==> src/pkg/auto_mute_dither_defines.svh <==
// register indices, byte addresses, field positions and reset values
`ifndef AUTO_MUTE_DITHER_DEFINES_SVH
`define AUTO_MUTE_DITHER_DEFINES_SVH
// printed register indices; byte address is four times the index
`define IDX_AUTO_MUTE_POLICY 8'h41
`define IDX_ANALOG_MUTE_DELAY 8'h42
`define IDX_PRIMARY_DITHER_GAINS 8'h43
`define IDX_LEFT_DC_DITHER_HIGH 8'h44
`define IDX_LEFT_DC_DITHER_LOW 8'h45
// bus geometry
`define REG_ADDR_W 12
`define REG_DATA_W 32
// auto mute policy fields
`define POL_LEFT_EN_BIT 0
`define POL_RIGHT_EN_BIT 1
`define POL_COMBINE_BIT 2
// primary dither gain fields (lsb positions, 2 bits each)
`define GAIN_RIGHT_DEM_LSB 0
`define GAIN_LEFT_DEM_LSB 2
`define GAIN_RIGHT_AC_LSB 4
`define GAIN_LEFT_AC_LSB 6
// reset values
`define RST_AUTO_MUTE_POLICY 8'h07
`define RST_ANALOG_MUTE_DELAY 8'h0c
`define RST_PRIMARY_DITHER_GAINS 8'h00
`define RST_LEFT_DC_DITHER_HIGH 8'h00
`define RST_LEFT_DC_DITHER_LOW 8'h00
// dc dither geometry: 3 high bits plus 8 low bits
`define DC_DITHER_W 11
`define DC_DITHER_HIGH_W 3
// axi responses
`define RESP_OKAY 2'h0
`define RESP_DECERR 2'h3
`endif

==> src/pkg/auto_mute_dither_pkg.sv <==
// types shared by the auto mute and dither register block
`default_nettype none
package auto_mute_dither_pkg;
	// analog mute delay sequencer states, gray along idle-count-muted
	typedef enum logic [1:0] {
		ST_IDLE = 2'h0,
		ST_COUNT = 2'h1,
		ST_MUTED = 2'h3
	} analog_mute_state_t;
	// auto mute policy bits as stored
	typedef struct packed {
		logic [4:0] reserved;
		logic combine;
		logic right_en;
		logic left_en;
	} mute_policy_t;
	// primary dither gain fields as stored
	typedef struct packed {
		logic [1:0] left_ac;
		logic [1:0] right_ac;
		logic [1:0] left_dem;
		logic [1:0] right_dem;
	} dither_gains_t;
endpackage : auto_mute_dither_pkg
`default_nettype wire

==> src/design/auto_mute_dither_regs.sv <==
// auto mute policy, analog mute delay and primary dither register block
//
// The AXI4-Lite register port was left to the implementer.
`include "auto_mute_dither_defines.svh"
`default_nettype none
// Summary of operation
// - combine bit joins both channel mutes
// - mute only after zero time elapsed
// - bit one enables right auto mute
// - combined, right disabled keeps left unmuted
// - bit zero enables left auto mute
// - combined, left disabled keeps right unmuted
// - analog mute waits programmed frame periods
// - left ac gain code selects dither
// - right ac gain code selects dither
// - left dem gain only codes 00/01
// - right dem gain only codes 00/01
// - dc dither added to left modulator
// - zero code adds nothing, lsb tiny
// - eleven bit code spans two registers
module auto_mute_dither_regs #(
	parameter int MOD_W = 24,
	parameter int DITHER_SHIFT = 7
) (
	// clock and reset
	input wire logic core_clk,
	input wire logic reset,
	// axi4-lite write address
	input wire logic awvalid,
	output logic awready,
	input wire logic [`REG_ADDR_W-1:0] awaddr,
	input wire logic [2:0] awprot,
	// axi4-lite write data
	input wire logic wvalid,
	output logic wready,
	input wire logic [`REG_DATA_W-1:0] wdata,
	input wire logic [3:0] wstrb,
	// axi4-lite write response
	output logic bvalid,
	input wire logic bready,
	output logic [1:0] bresp,
	// axi4-lite read address
	input wire logic arvalid,
	output logic arready,
	input wire logic [`REG_ADDR_W-1:0] araddr,
	input wire logic [2:0] arprot,
	// axi4-lite read data
	output logic rvalid,
	input wire logic rready,
	output logic [`REG_DATA_W-1:0] rdata,
	output logic [1:0] rresp,
	// zero detection and mute sequencing
	input wire logic left_zero_timeout,
	input wire logic right_zero_timeout,
	input wire logic mute_done,
	input wire logic frame_tick,
	input wire logic unmute_req,
	// mute outputs
	output logic left_automute,
	output logic right_automute,
	output logic analog_mute,
	// primary modulator dither settings
	output logic [1:0] left_pri_ac_gain,
	output logic [1:0] right_pri_ac_gain,
	output logic [1:0] left_pri_dem_gain,
	output logic [1:0] right_pri_dem_gain,
	output logic [`DC_DITHER_W-1:0] left_pri_dc_offset,
	// left primary modulator data path
	input wire logic signed [MOD_W-1:0] left_mod_in,
	output logic signed [MOD_W-1:0] left_mod_out
);
	// register storage
	auto_mute_dither_pkg::mute_policy_t policy_q; // auto mute policy
	logic [7:0] mute_delay_q; // analog mute delay in frame periods
	auto_mute_dither_pkg::dither_gains_t gains_q; // primary dither gains
	logic [7:0] dc_high_q; // dc dither bits 10..8 plus reserved
	logic [7:0] dc_low_q; // dc dither bits 7..0

	// write channel holding
	logic aw_got_q; // address taken, waiting for data
	logic w_got_q; // data taken, waiting for address
	logic [`REG_ADDR_W-1:0] waddr_q; // held write address
	logic [`REG_DATA_W-1:0] wdata_q; // held write data
	logic wlane0_q; // low byte lane enabled
	logic do_write; // both halves present
	logic [7:0] wr_byte; // byte being written
	logic [1:0] wr_resp; // answer for this write

	// read path
	logic [7:0] rd_byte; // selected register value
	logic rd_hit; // read address maps a register

	// address decode: word index in bits 9..2, upper bits must be zero
	function automatic logic is_reg(input logic [`REG_ADDR_W-1:0] addr, input logic [7:0] idx);
		is_reg = (addr[`REG_ADDR_W-1:10] == '0) && (addr[9:2] == idx);
	endfunction : is_reg

	// a mapped address is any of the five register words
	function automatic logic is_mapped(input logic [`REG_ADDR_W-1:0] addr);
		is_mapped = is_reg(addr, `IDX_AUTO_MUTE_POLICY) || is_reg(addr, `IDX_ANALOG_MUTE_DELAY)
			|| is_reg(addr, `IDX_PRIMARY_DITHER_GAINS) || is_reg(addr, `IDX_LEFT_DC_DITHER_HIGH)
			|| is_reg(addr, `IDX_LEFT_DC_DITHER_LOW);
	endfunction : is_mapped

	// response is issued once address and data have both arrived
	assign do_write = aw_got_q & w_got_q & ~bvalid;
	assign wr_byte = wdata_q[7:0];
	assign wr_resp = is_mapped(waddr_q) ? `RESP_OKAY : `RESP_DECERR;

	// write address channel, taken once per write
	always_ff @(posedge core_clk) begin
		if (reset) begin
			awready <= 1'b1;
			aw_got_q <= 1'b0;
			waddr_q <= '0;
		end else if (awvalid && awready) begin
			awready <= 1'b0;
			aw_got_q <= 1'b1;
			waddr_q <= awaddr;
		end else if (do_write) begin
			aw_got_q <= 1'b0;
		end else if (bvalid && bready) begin
			awready <= 1'b1;
		end
	end

	// write data channel, independent of the address
	always_ff @(posedge core_clk) begin
		if (reset) begin
			wready <= 1'b1;
			w_got_q <= 1'b0;
			wdata_q <= '0;
			wlane0_q <= 1'b0;
		end else if (wvalid && wready) begin
			wready <= 1'b0;
			w_got_q <= 1'b1;
			wdata_q <= wdata;
			wlane0_q <= wstrb[0];
		end else if (do_write) begin
			w_got_q <= 1'b0;
		end else if (bvalid && bready) begin
			wready <= 1'b1;
		end
	end

	// write response, one per write
	always_ff @(posedge core_clk) begin
		if (reset) begin
			bvalid <= 1'b0;
			bresp <= `RESP_OKAY;
		end else if (do_write) begin
			bvalid <= 1'b1;
			bresp <= wr_resp;
		end else if (bvalid && bready) begin
			bvalid <= 1'b0;
		end
	end

	// policy and delay registers; upper lanes carry nothing
	always_ff @(posedge core_clk) begin
		if (reset) begin
			policy_q <= `RST_AUTO_MUTE_POLICY;
			mute_delay_q <= `RST_ANALOG_MUTE_DELAY;
		end else if (do_write && wlane0_q) begin
			if (is_reg(waddr_q, `IDX_AUTO_MUTE_POLICY)) begin
				policy_q <= wr_byte;
			end
			if (is_reg(waddr_q, `IDX_ANALOG_MUTE_DELAY)) begin
				mute_delay_q <= wr_byte;
			end
		end
	end

	// gain register; ac fields stored as written
	always_ff @(posedge core_clk) begin
		if (reset) begin
			gains_q <= `RST_PRIMARY_DITHER_GAINS;
		end else if (do_write && wlane0_q && is_reg(waddr_q, `IDX_PRIMARY_DITHER_GAINS)) begin
			gains_q.left_ac <= wr_byte[`GAIN_LEFT_AC_LSB +: 2];
			gains_q.right_ac <= wr_byte[`GAIN_RIGHT_AC_LSB +: 2];
			// reserved dem codes leave the old gain
			if (!wr_byte[`GAIN_LEFT_DEM_LSB + 1]) begin
				gains_q.left_dem <= wr_byte[`GAIN_LEFT_DEM_LSB +: 2];
			end
			if (!wr_byte[`GAIN_RIGHT_DEM_LSB + 1]) begin
				gains_q.right_dem <= wr_byte[`GAIN_RIGHT_DEM_LSB +: 2];
			end
		end
	end

	// dc dither registers; reserved high bits kept as written
	always_ff @(posedge core_clk) begin
		if (reset) begin
			dc_high_q <= `RST_LEFT_DC_DITHER_HIGH;
			dc_low_q <= `RST_LEFT_DC_DITHER_LOW;
		end else if (do_write && wlane0_q) begin
			if (is_reg(waddr_q, `IDX_LEFT_DC_DITHER_HIGH)) begin
				dc_high_q <= wr_byte;
			end
			if (is_reg(waddr_q, `IDX_LEFT_DC_DITHER_LOW)) begin
				dc_low_q <= wr_byte;
			end
		end
	end

	// read mux, unmapped words read zero
	always_comb begin
		rd_hit = is_mapped(araddr);
		rd_byte = 8'h00;
		if (is_reg(araddr, `IDX_AUTO_MUTE_POLICY)) begin
			rd_byte = policy_q;
		end else if (is_reg(araddr, `IDX_ANALOG_MUTE_DELAY)) begin
			rd_byte = mute_delay_q;
		end else if (is_reg(araddr, `IDX_PRIMARY_DITHER_GAINS)) begin
			rd_byte = gains_q;
		end else if (is_reg(araddr, `IDX_LEFT_DC_DITHER_HIGH)) begin
			rd_byte = dc_high_q;
		end else if (is_reg(araddr, `IDX_LEFT_DC_DITHER_LOW)) begin
			rd_byte = dc_low_q;
		end
	end

	// read channel: one outstanding read, data registered
	always_ff @(posedge core_clk) begin
		if (reset) begin
			arready <= 1'b1;
			rvalid <= 1'b0;
			rdata <= '0;
			rresp <= `RESP_OKAY;
		end else if (arvalid && arready) begin
			arready <= 1'b0;
			rvalid <= 1'b1;
			rdata <= {24'h00_0000, rd_byte};
			rresp <= rd_hit ? `RESP_OKAY : `RESP_DECERR;
		end else if (rvalid && rready) begin
			rvalid <= 1'b0;
			arready <= 1'b1;
		end
	end

	// auto mute decision, registered so outputs come from flops
	always_ff @(posedge core_clk) begin
		if (reset) begin
			left_automute <= 1'b0;
			right_automute <= 1'b0;
		end else if (policy_q.combine) begin
			// both or neither; one disable blocks both
			left_automute <= policy_q.left_en & policy_q.right_en & left_zero_timeout & right_zero_timeout;
			right_automute <= policy_q.left_en & policy_q.right_en & left_zero_timeout & right_zero_timeout;
		end else begin
			left_automute <= policy_q.left_en & left_zero_timeout;
			right_automute <= policy_q.right_en & right_zero_timeout;
		end
	end

	// setting outputs straight from the register flops
	assign left_pri_ac_gain = gains_q.left_ac;
	assign right_pri_ac_gain = gains_q.right_ac;
	assign left_pri_dem_gain = gains_q.left_dem;
	assign right_pri_dem_gain = gains_q.right_dem;

	assign left_pri_dc_offset = {dc_high_q[`DC_DITHER_HIGH_W-1:0], dc_low_q};

	mute_delay_timer #(
		.DLY_W(8)
	) u_delay (
		.core_clk(core_clk),
		.reset(reset),
		.mute_done(mute_done),
		.frame_tick(frame_tick),
		.unmute_req(unmute_req),
		.delay(mute_delay_q),
		.analog_mute(analog_mute)
	);

	// dither into the left primary modulator
	dc_dither_adder #(
		.MOD_W(MOD_W),
		.DITH_W(`DC_DITHER_W),
		.SHIFT(DITHER_SHIFT)
	) u_left_dc (
		.core_clk(core_clk),
		.reset(reset),
		.mod_in(left_mod_in),
		.dither(left_pri_dc_offset),
		.mod_out(left_mod_out)
	);

	// policy and register checks: mute outputs lag their inputs by one flop
	AST_INDEP_LEFT: assert property (@(posedge core_clk) disable iff (reset)
		(!policy_q.combine && policy_q.left_en && left_zero_timeout) |=> left_automute)
		else $error("independent left auto mute missing");
	AST_COMBINED_PAIR: assert property (@(posedge core_clk) disable iff (reset)
		policy_q.combine |=> left_automute == right_automute)
		else $error("combined mode muted one channel alone");
	AST_ZERO_GATE: assert property (@(posedge core_clk) disable iff (reset)
		!left_zero_timeout || !right_zero_timeout |=> !(left_automute && right_automute)
		|| $past(policy_q.combine) == 1'b0)
		else $error("combined mute before both zero timers ran");
	AST_RIGHT_EN: assert property (@(posedge core_clk) disable iff (reset)
		!policy_q.right_en |=> !right_automute)
		else $error("right auto mute while disabled");
	AST_RIGHT_OFF_LEFT: assert property (@(posedge core_clk) disable iff (reset)
		(policy_q.combine && !policy_q.right_en) |=> !left_automute)
		else $error("left muted with right disabled in combined mode");
	AST_LEFT_EN: assert property (@(posedge core_clk) disable iff (reset)
		!policy_q.left_en |=> !left_automute)
		else $error("left auto mute while disabled");
	AST_LEFT_OFF_RIGHT: assert property (@(posedge core_clk) disable iff (reset)
		(policy_q.combine && !policy_q.left_en) |=> !right_automute)
		else $error("right muted with left disabled in combined mode");
	AST_AC_GAIN_WRITE: assert property (@(posedge core_clk) disable iff (reset)
		(do_write && wlane0_q && is_reg(waddr_q, `IDX_PRIMARY_DITHER_GAINS))
		|=> left_pri_ac_gain == $past(wr_byte[7:6]) && right_pri_ac_gain == $past(wr_byte[5:4]))
		else $error("ac gain not taken from the write");
	AST_DEM_LEGAL: assert property (@(posedge core_clk) disable iff (reset)
		!left_pri_dem_gain[1] && !right_pri_dem_gain[1])
		else $error("reserved dem gain code stored");
	AST_DC_CODE: assert property (@(posedge core_clk) disable iff (reset)
		(do_write && wlane0_q && is_reg(waddr_q, `IDX_LEFT_DC_DITHER_LOW))
		|=> left_pri_dc_offset[7:0] == $past(wr_byte))
		else $error("low dither byte not in the code");
	AST_DC_HIGH: assert property (@(posedge core_clk) disable iff (reset)
		(do_write && wlane0_q && is_reg(waddr_q, `IDX_LEFT_DC_DITHER_HIGH))
		|=> left_pri_dc_offset[10:8] == $past(wr_byte[2:0]))
		else $error("high dither bits not in the code");
	AST_INDEP_RIGHT: assert property (@(posedge core_clk) disable iff (reset)
		(!policy_q.combine && policy_q.right_en && right_zero_timeout) |=> right_automute)
		else $error("independent right auto mute missing");
	AST_DEM_KEEP: assert property (@(posedge core_clk) disable iff (reset)
		(do_write && wlane0_q && is_reg(waddr_q, `IDX_PRIMARY_DITHER_GAINS) && wr_byte[1])
		|=> $stable(right_pri_dem_gain))
		else $error("reserved right dem code changed the gain");

	// main scenarios worth seeing reached
	COV_COMBINED_MUTE: cover property (@(posedge core_clk) disable iff (reset)
		policy_q.combine && left_automute && right_automute);
	COV_INDEP_LEFT_ONLY: cover property (@(posedge core_clk) disable iff (reset)
		!policy_q.combine && left_automute && !right_automute);
	COV_DEM_REFUSED: cover property (@(posedge core_clk) disable iff (reset)
		do_write && is_reg(waddr_q, `IDX_PRIMARY_DITHER_GAINS) && wr_byte[3]);
endmodule : auto_mute_dither_regs
`default_nettype wire

==> src/design/mute_delay_timer.sv <==
// analog mute delay sequencer counting frame periods
`default_nettype none
module mute_delay_timer #(
	parameter int DLY_W = 8
) (
	// clock and reset
	input wire logic core_clk,
	input wire logic reset,
	// mute sequencing
	input wire logic mute_done,
	input wire logic frame_tick,
	input wire logic unmute_req,
	input wire logic [DLY_W-1:0] delay,
	// result
	output logic analog_mute
);
	auto_mute_dither_pkg::analog_mute_state_t state_q, state_d; // sequencer state
	logic [DLY_W-1:0] cnt_q; // frame periods left
	logic done_q; // previous digital mute level
	logic start; // digital mute just completed

	// only a fresh completion starts a count, so a held level after unmute does not re-arm
	assign start = mute_done & ~done_q & ~unmute_req;

	// next state
	always_comb begin
		state_d = state_q;
		unique case (state_q)
			auto_mute_dither_pkg::ST_IDLE: begin
				if (start) begin
					state_d = (delay == '0) ? auto_mute_dither_pkg::ST_MUTED : auto_mute_dither_pkg::ST_COUNT;
				end
			end
			auto_mute_dither_pkg::ST_COUNT: begin
				if (unmute_req) begin
					state_d = auto_mute_dither_pkg::ST_IDLE;
				end else if (frame_tick && cnt_q == DLY_W'(1)) begin
					state_d = auto_mute_dither_pkg::ST_MUTED;
				end
			end
			auto_mute_dither_pkg::ST_MUTED: begin
				if (unmute_req) begin
					state_d = auto_mute_dither_pkg::ST_IDLE;
				end
			end
			default: begin
				state_d = auto_mute_dither_pkg::ST_IDLE;
			end
		endcase
	end

	// state and edge register
	always_ff @(posedge core_clk) begin
		if (reset) begin
			state_q <= auto_mute_dither_pkg::ST_IDLE;
			done_q <= 1'b0;
		end else begin
			state_q <= state_d;
			done_q <= mute_done;
		end
	end

	always_ff @(posedge core_clk) begin
		if (reset) begin
			cnt_q <= '0;
		end else if (state_q == auto_mute_dither_pkg::ST_IDLE && start) begin
			cnt_q <= delay;
		end else if (state_q == auto_mute_dither_pkg::ST_COUNT && frame_tick) begin
			cnt_q <= cnt_q - DLY_W'(1);
		end
	end

	// output flop follows next state
	always_ff @(posedge core_clk) begin
		if (reset) begin
			analog_mute <= 1'b0;
		end else begin
			analog_mute <= (state_d == auto_mute_dither_pkg::ST_MUTED);
		end
	end

	AST_DELAY_ZERO: assert property (@(posedge core_clk) disable iff (reset)
		(state_q == auto_mute_dither_pkg::ST_IDLE && start && delay == '0) |=> analog_mute)
		else $error("zero delay did not mute at once");
	AST_DELAY_LAST_TICK: assert property (@(posedge core_clk) disable iff (reset)
		$rose(analog_mute) |-> ($past(state_q) == auto_mute_dither_pkg::ST_IDLE && $past(delay) == '0)
		|| ($past(cnt_q) == DLY_W'(1) && $past(frame_tick)))
		else $error("analog mute rose before the delay ran out");
	AST_UNMUTE_ABORT: assert property (@(posedge core_clk) disable iff (reset)
		unmute_req |=> !analog_mute)
		else $error("analog mute held across unmute");
	COV_DELAYED_MUTE: cover property (@(posedge core_clk) disable iff (reset)
		state_q == auto_mute_dither_pkg::ST_COUNT ##1 $rose(analog_mute));
	COV_ABORT: cover property (@(posedge core_clk) disable iff (reset)
		state_q == auto_mute_dither_pkg::ST_COUNT && unmute_req);
endmodule : mute_delay_timer
`default_nettype wire

==> src/design/dc_dither_adder.sv <==
// saturating dc dither injection into a modulator input
`default_nettype none
module dc_dither_adder #(
	parameter int MOD_W = 24,
	parameter int DITH_W = 11,
	parameter int SHIFT = 7
) (
	// clock and reset
	input wire logic core_clk,
	input wire logic reset,
	// data path
	input wire logic signed [MOD_W-1:0] mod_in,
	input wire logic [DITH_W-1:0] dither,
	output logic signed [MOD_W-1:0] mod_out
);
	logic [MOD_W:0] ext; // dither aligned to modulator lsb
	logic signed [MOD_W:0] sum; // one guard bit

	// zero code adds nothing
	// dither lsb is 2^-11 of 1/32 full scale, SHIFT places it on the modulator grid
	assign ext = (MOD_W + 1)'({{(MOD_W + 1 - DITH_W){1'b0}}, dither} << SHIFT);
	assign sum = $signed({mod_in[MOD_W-1], mod_in}) + $signed(ext);

	// add dither, clamp at positive full scale
	always_ff @(posedge core_clk) begin
		if (reset) begin
			mod_out <= '0;
		end else if (sum[MOD_W] != sum[MOD_W-1]) begin
			mod_out <= {1'b0, {(MOD_W - 1){1'b1}}};
		end else begin
			mod_out <= sum[MOD_W-1:0];
		end
	end

	AST_NO_DITHER: assert property (@(posedge core_clk) disable iff (reset)
		dither == '0 |=> mod_out == $past(mod_in))
		else $error("zero dither code changed the sample");
	AST_DITHER_ADDS: assert property (@(posedge core_clk) disable iff (reset)
		(dither != '0 && !mod_in[MOD_W-1]) |=> (mod_out > $past(mod_in)
		|| mod_out == {1'b0, {(MOD_W - 1){1'b1}}}))
		else $error("dither did not raise the sample");
endmodule : dc_dither_adder
`default_nettype wire

==> config.mk <==
export PLATFORM = sky130hd
export DESIGN_NAME = auto_mute_dither_regs
export DESIGN_NICKNAME = d
export VERILOG_FILES = /design/src/pkg/auto_mute_dither_pkg.sv /design/src/design/auto_mute_dither_regs.sv /design/src/design/mute_delay_timer.sv /design/src/design/dc_dither_adder.sv
export VERILOG_INCLUDE_DIRS = /design/src /design/src/pkg
export SDC_FILE = /design/constraint.sdc
export NUM_CORES = 1
export LEC_CHECK = 0
export BUFFER_PORTS_ARGS = -buffer_cell sky130_fd_sc_hd__buf_4
export CAP_MARGIN = 20
export CORE_AREA = 2 2 147 77
export DETAILED_ROUTE_END_ITERATION = 10
export DIE_AREA = 0 0 149 79
export GPL_TIMING_DRIVEN = 0
export PLACE_DENSITY = 0.8
export REMOVE_ABC_BUFFERS = 1
export SETUP_SLACK_MARGIN = 0.02
export SLEW_MARGIN = 5
export SYNTH_ARGS = -nofsm -noshare
export SYNTH_HDL_FRONTEND = slang
export SYNTH_SLANG_ARGS = --single-unit
export TNS_END_PERCENT = 10
==> constraint.sdc <==
create_clock -name core_clk -period 8.24 [get_ports core_clk]
set_clock_uncertainty 0.2 [all_clocks]
set_input_delay 1.236 -clock core_clk [delete_from_list [all_inputs] [get_ports core_clk]]
set_output_delay 1.236 -clock core_clk [all_outputs]
set_load 0.005 [all_outputs]
=== Word-level counts from Yosys, hierarchy flattened ===
Index checks and enable logic that the tools add are counted.

* Register bits: 116
* Input port bits: 102
* Word-level logic and storage cells: 144

* $add $sub $neg: 2
* Eq/ne operators: 17
* Multiplexer cells: 31
* Bitwise gates (word level): 14
* Reductions and logical operators: 48

{| class="wikitable"
|+ Operators by type and width
! operator !! number
|-
| $eq A8 B7 Y1 const B || 10
|-
| $mux W8 || 7
|-
| $add A24 B19 Y25 || 1
|-
| $mux W23 || 1
|-
| $logic_and A1 B1 Y1 || 20
|-
| $reduce_and A2 Y1 || 8
|-
| $mux W1 || 15
|-
| $mux W2 || 7
|-
| $reduce_bool A2 Y1 || 7
|-
| $and A1 B1 Y1 || 9
|-
| $eq A8 B1 Y1 const B || 1
|-
| $logic_not A8 Y1 || 1
|-
| $logic_or A1 B1 Y1 || 8
|-
| $sub A8 B1 Y8 const B || 1
|-
| $logic_not A2 Y1 || 3
|-
| $pmux W2 S3 || 1
|-
| $not A1 Y1 || 5
|-
| $eq A2 B2 Y1 const B || 2
|-
| $ne A2 B1 Y1 const B || 2
|-
| $eq A2 B1 Y1 const B || 1
|-
| $reduce_or A2 Y1 || 1
|-
| $ne A1 B1 Y1 || 1
|}

=== Logic depth before layout (Yosys ltp) ===
* Depth after elaboration: 7
* Mapped depth: 9
* Gate-level depth less buffers: 8

=== Cells and area by module ===
Synthesis repeated with hierarchy kept, for this count alone.

* Cells, all modules: 615
* Area, all modules: 5,442.7 um^2

{| class="wikitable"
|+ By module, submodules not included
! module !! times used !! cells an instance !! area an instance (um^2) !! seq. area each (um^2)
|-
| auto_mute_dither_regs || 1 || 404 || 3,493.4 || 1,521.5
|-
| dc_dither_adder || 1 || 139 || 1,353.8 || 480.5
|-
| mute_delay_timer || 1 || 72 || 595.6 || 240.2
|}

=== Least setup slack after synthesis ===
Ideal clock, no wire load.

* Path type: input port to flip-flop
* From: input port left_mod_in[7]
* To: register u_left_dc.mod_out[18]
* Arrival: 3.191 ns
* Slack: 4.748 ns
* Cell stages on the path: 9
* Cells stage by stage: ha_1 -> fa_1 -> a211oi_1 -> o21bai_1 -> a221oi_2 -> nor3b_1 -> mux2i_1 -> buf_2 -> o41ai_1

* Cells in the longest elaborated chain, start to end: 3

{| class="wikitable"
|+ Ends and longest elaborated chain
! item !! RTL line !! source
|-
| start, declared || auto_mute_dither_regs.sv:69 || <nowiki>input wire logic signed [MOD_W-1:0] left_mod_in,</nowiki>
|-
| $add A24 B19 Y25 * || dc_dither_adder.sv:22 || <nowiki>assign sum = $signed({mod_in[MOD_W-1], mod_in}) + $signed(ext);</nowiki>
|-
| $ne A1 B1 Y1 || dc_dither_adder.sv:28 || <nowiki>end else if (sum[MOD_W] != sum[MOD_W-1]) begin</nowiki>
|-
| $mux W23 * || dc_dither_adder.sv:28 ||
|-
| end signal, assigned || dc_dither_adder.sv:29 || <nowiki>mod_out <= {1'b0, {(MOD_W - 1){1'b1}}};</nowiki>
|-
| end signal, assigned || dc_dither_adder.sv:31 || <nowiki>mod_out <= sum[MOD_W-1:0];</nowiki>
|-
| end, declared || dc_dither_adder.sv:14 || <nowiki>output logic signed [MOD_W-1:0] mod_out</nowiki>
|}

Every way passes the cells marked *; elsewhere a longest branch is shown, timed or not.
A chain may end at the register's enable or synchronous reset.

=== Worst setup path in the final report ===
* From: input port left_mod_in[7]
* To: register u_left_dc.mod_out[9]

Same word-level chain as after synthesis.

==> impl_metrics.toml <==
[run_status]
status = "finished clean"

[pwr]
p_int_mw = 0.870
finalPower_mw = 1.14
clock_power_share_pct = 38.7
p_per_area_nw_per_um2 = 178
swShare_pct = 23.4
sequentialPowerShare_pct = 50.9
combinationalPowerShare_pct = 10.4
p_leak_nw = 2.82
power.switching_mw = 0.265
peakVddDrop_uv = 112

[critical_path]
worst-r2r-setup-slack_ns = 4.73
rr_worst_depth = 9
end_kind = "flop"
r2r-end = "u_left_dc.mod_out[9]"
r2r_start = "dc_low_q[0]"
worst-path-max-fanout = 15
cp.required_ns = 8.22
startpoint_type = "input pin"
cp-endpoint = "u_left_dc.mod_out[9]"
crit_type = "in -> reg"
crit_path_start = "left_mod_in[7]"
cp.arrival_ns = 4.10

[floorplan]
die_area_sq_um = 11800
placeableCoreArea_sq_um = 10600
die_h_microns = 79
start_util_pct = 48.9
die_w_microns = 149
pin_count = 189
rows = 27

[placed_design]
routabilityCongestion = 0.931
port_buffers = 125
placed_area_sq_um = 6060
detailed_place_hpwl_microns = 10200

[drt]
vias_per_cell = 5.57
wl_microns = 13600
wl_per_cell_microns = 16.2
drt-initial-drc-count = 362
drcViolationCount = 0
drtAntennaViolNets = 0
via_count = 4665
drt_first_pass_iters = 5

[global_route]
grt_use_total_pct = 23.4
grt_antenna_before_repair = 0
grt-ovfl-total = 0
grt_start_max_net_pins = 115
use_met1_pct = 31.5
use_met3_pct = 7.18
grt_busiest_layer = "met2"
grt_pass1_wl_microns = 21700
grt_pass1_vias = 4404
met2_usage_pct = 36.3

[timing]
slew_violations = 0
period_needed_ns = 4.13
setup_viol = 0
setup_tns_ns = 0
slew_headroom_pct = 27.2
tightestPinTransition_ns = 1.09
finalCritPeriodShare_pct = 50.1
rsz0062_at_grt = "false"
hold_viol = 0
fmax_mhz = 242
worst_hold_slack_ns = 0.256

[yosys]
synth_seq_area_share_pct = 43.3
synth_top_area_cell = "dfxtp_1"
synth_warnings = 0
synth_commonest_cells = "dfxtp_1 (112), nor2_1 (66), nand2_1 (57)"
syn_area_sq_um = 5180
synth_top_area_share_pct = 43.3
synth_cell_types = 58
syn_area_per_cell_sq_um = 8.90
yosysMostFrequentCell = "dfxtp_1"
async_flop_share_pct = 0
synth_ff_type = "dfxtp_1"
synth_cells = 582
synth.top_cells.by_area = "dfxtp_1 (43%), mux2i_1 (8.5%), nor2_1 (4.8%), buf_4 (4.6%), a21oi_1 (4.4%)"
synth-edff-count = 0
ys_seq_elements = 112

[clock_tree]
clockBufferDepth = 2
clkSinkCount = 112
cts-root-buf = "clkbuf_16"
cts.repair_timing.setup_buffer_count = 0
ctsHoldBuffers = 0
htree_levels = 3
clk_latency_ns = 0.35
cts_resized = 0
clkSlewWorstSetupHoldPaths_ns = 0.07
cts_tree = "built"
numCtsBuffers = 9

[layout]
fill_cells = 917
area.growth.synth_to_final_pct = 22.9
antennaDiodeCount = 0
final_nets = 804
fin_area_sq_um = 6370
drive_gt1_share_pct = 22.2

[min_path]
hp-class = "reg -> reg"

[run]
cap_violations = 0
-- layer usage --
layer	part of all wire, %	vias to the layer above
li1	-	2206
met5	0	-
met2	43	227
met1	45	2202
met4	1.9	0
met3	10	30
-- power groups by stage --
stage / clock, mW / combinational (mW) / sequential, mW
after floorplan: 0 / 0.0501 / 0.585
after global placement: 0 / 0.112 / 0.588
after detailed placement: 0 / 0.116 / 0.589
after CTS: 0.446 / 0.117 / 0.577
after global routing: 0.468 / 0.130 / 0.579
final: 0.440 / 0.118 / 0.578
-- layout by cell type, fill, tap and decap left out, drive strengths merged, types with 7 or more instances in the layout --
master / n
a21oi: 46
a221oi: 8
and3: 8
buf: 126
clkbuf: 15
conb: 26
dfxtp: 112
ha: 13
inv: 12
mux2i: 44
nand2: 58
nand2b: 11
nand3: 8
nor2: 66
nor3: 11
nor4: 8
o21ai: 28
xor2: 7
-- final cells by class --
cell class | count | area [sq um] | share of cell area (%)
clock buffer | 14 | 264 | 4.15
clock inverter | 2 | 37.5 | 0.590
inverter | 12 | 45.0 | 0.707
multi-input combinational | 426 | 2640 | 41.5
sequential | 112 | 2240 | 35.2
tap | 145 | 181 | 2.85
timing repair buffer | 127 | 953 | 15.0
-- sequential cells by signal (all words and copies together) (netlist names), 2 cells and up --
name / count
dc_high_q: 8
dc_low_q: 8
left_pri_ac_gain: 2
mute_delay_q: 8
policy_q: 8
rdata: 8
right_pri_ac_gain: 2
u_delay.cnt_q: 8
u_delay.state_q: 2
u_left_dc.mod_out: 24
waddr_q: 10
wdata_q: 8
-- how the worst min path moves through the flow --
| stage | start | cells after the start | slack (ns) | endpoint |
|---|---|---|---|---|
| floorplan | waddr_q[9] | 2 | 0.23 | waddr_q[9] |
| global placement | waddr_q[11] | 2 | 0.24 | waddr_q[11] |
| detailed placement | waddr_q[8] | 2 | 0.25 | waddr_q[8] |
| CTS | waddr_q[8] | 2 | 0.26 | waddr_q[8] |
| global route | waddr_q[9] | 2 | 0.29 | waddr_q[9] |
| finish | rdata[5] | 2 | 0.26 | rdata[5] |
-- logic make-up (layout without fill, tap and decap cells) --
kind of cell,Yosys count,after routing,share of synthesized area (%)
buffers and inverters,69,155,7.53
xor gates and xnor gates,13,13,2.20
DFF,112,112,43.3
muxes,45,45,8.72
and+or+nand+nor,197,197,18.8
adders and majority gates,14,14,3.52
AOI/OAI and AO/OA,131,131,15.9
other,1,26,0.0724
-- worst max-delay path, cell delays in order --
cell and delay [ns]:
buf_4 0.11, ha_1 0.20, fa_1 0.42, a211oi_1 0.37
o21bai_1 0.25, a221oi_2 0.54, nor3_1 0.10, mux2i_1 0.47
buf_4 0.28, o21ai_0 0.11
-- metrics by stage --
stage | worst slack (ns) | util (%) | std cells
2_1_floorplan | 4.34 | - | 550
3_3_place_gp | 3.54 | 57.0 | 820
3_5_place_dp | 3.84 | 57.1 | 821
4_1_cts | 4.18 | 60.0 | 837
5_1_grt | 3.96 | 60.0 | 838
6_report | 4.11 | 60.0 | 838
No activity file was read; power rests on OpenSTA's default activity.
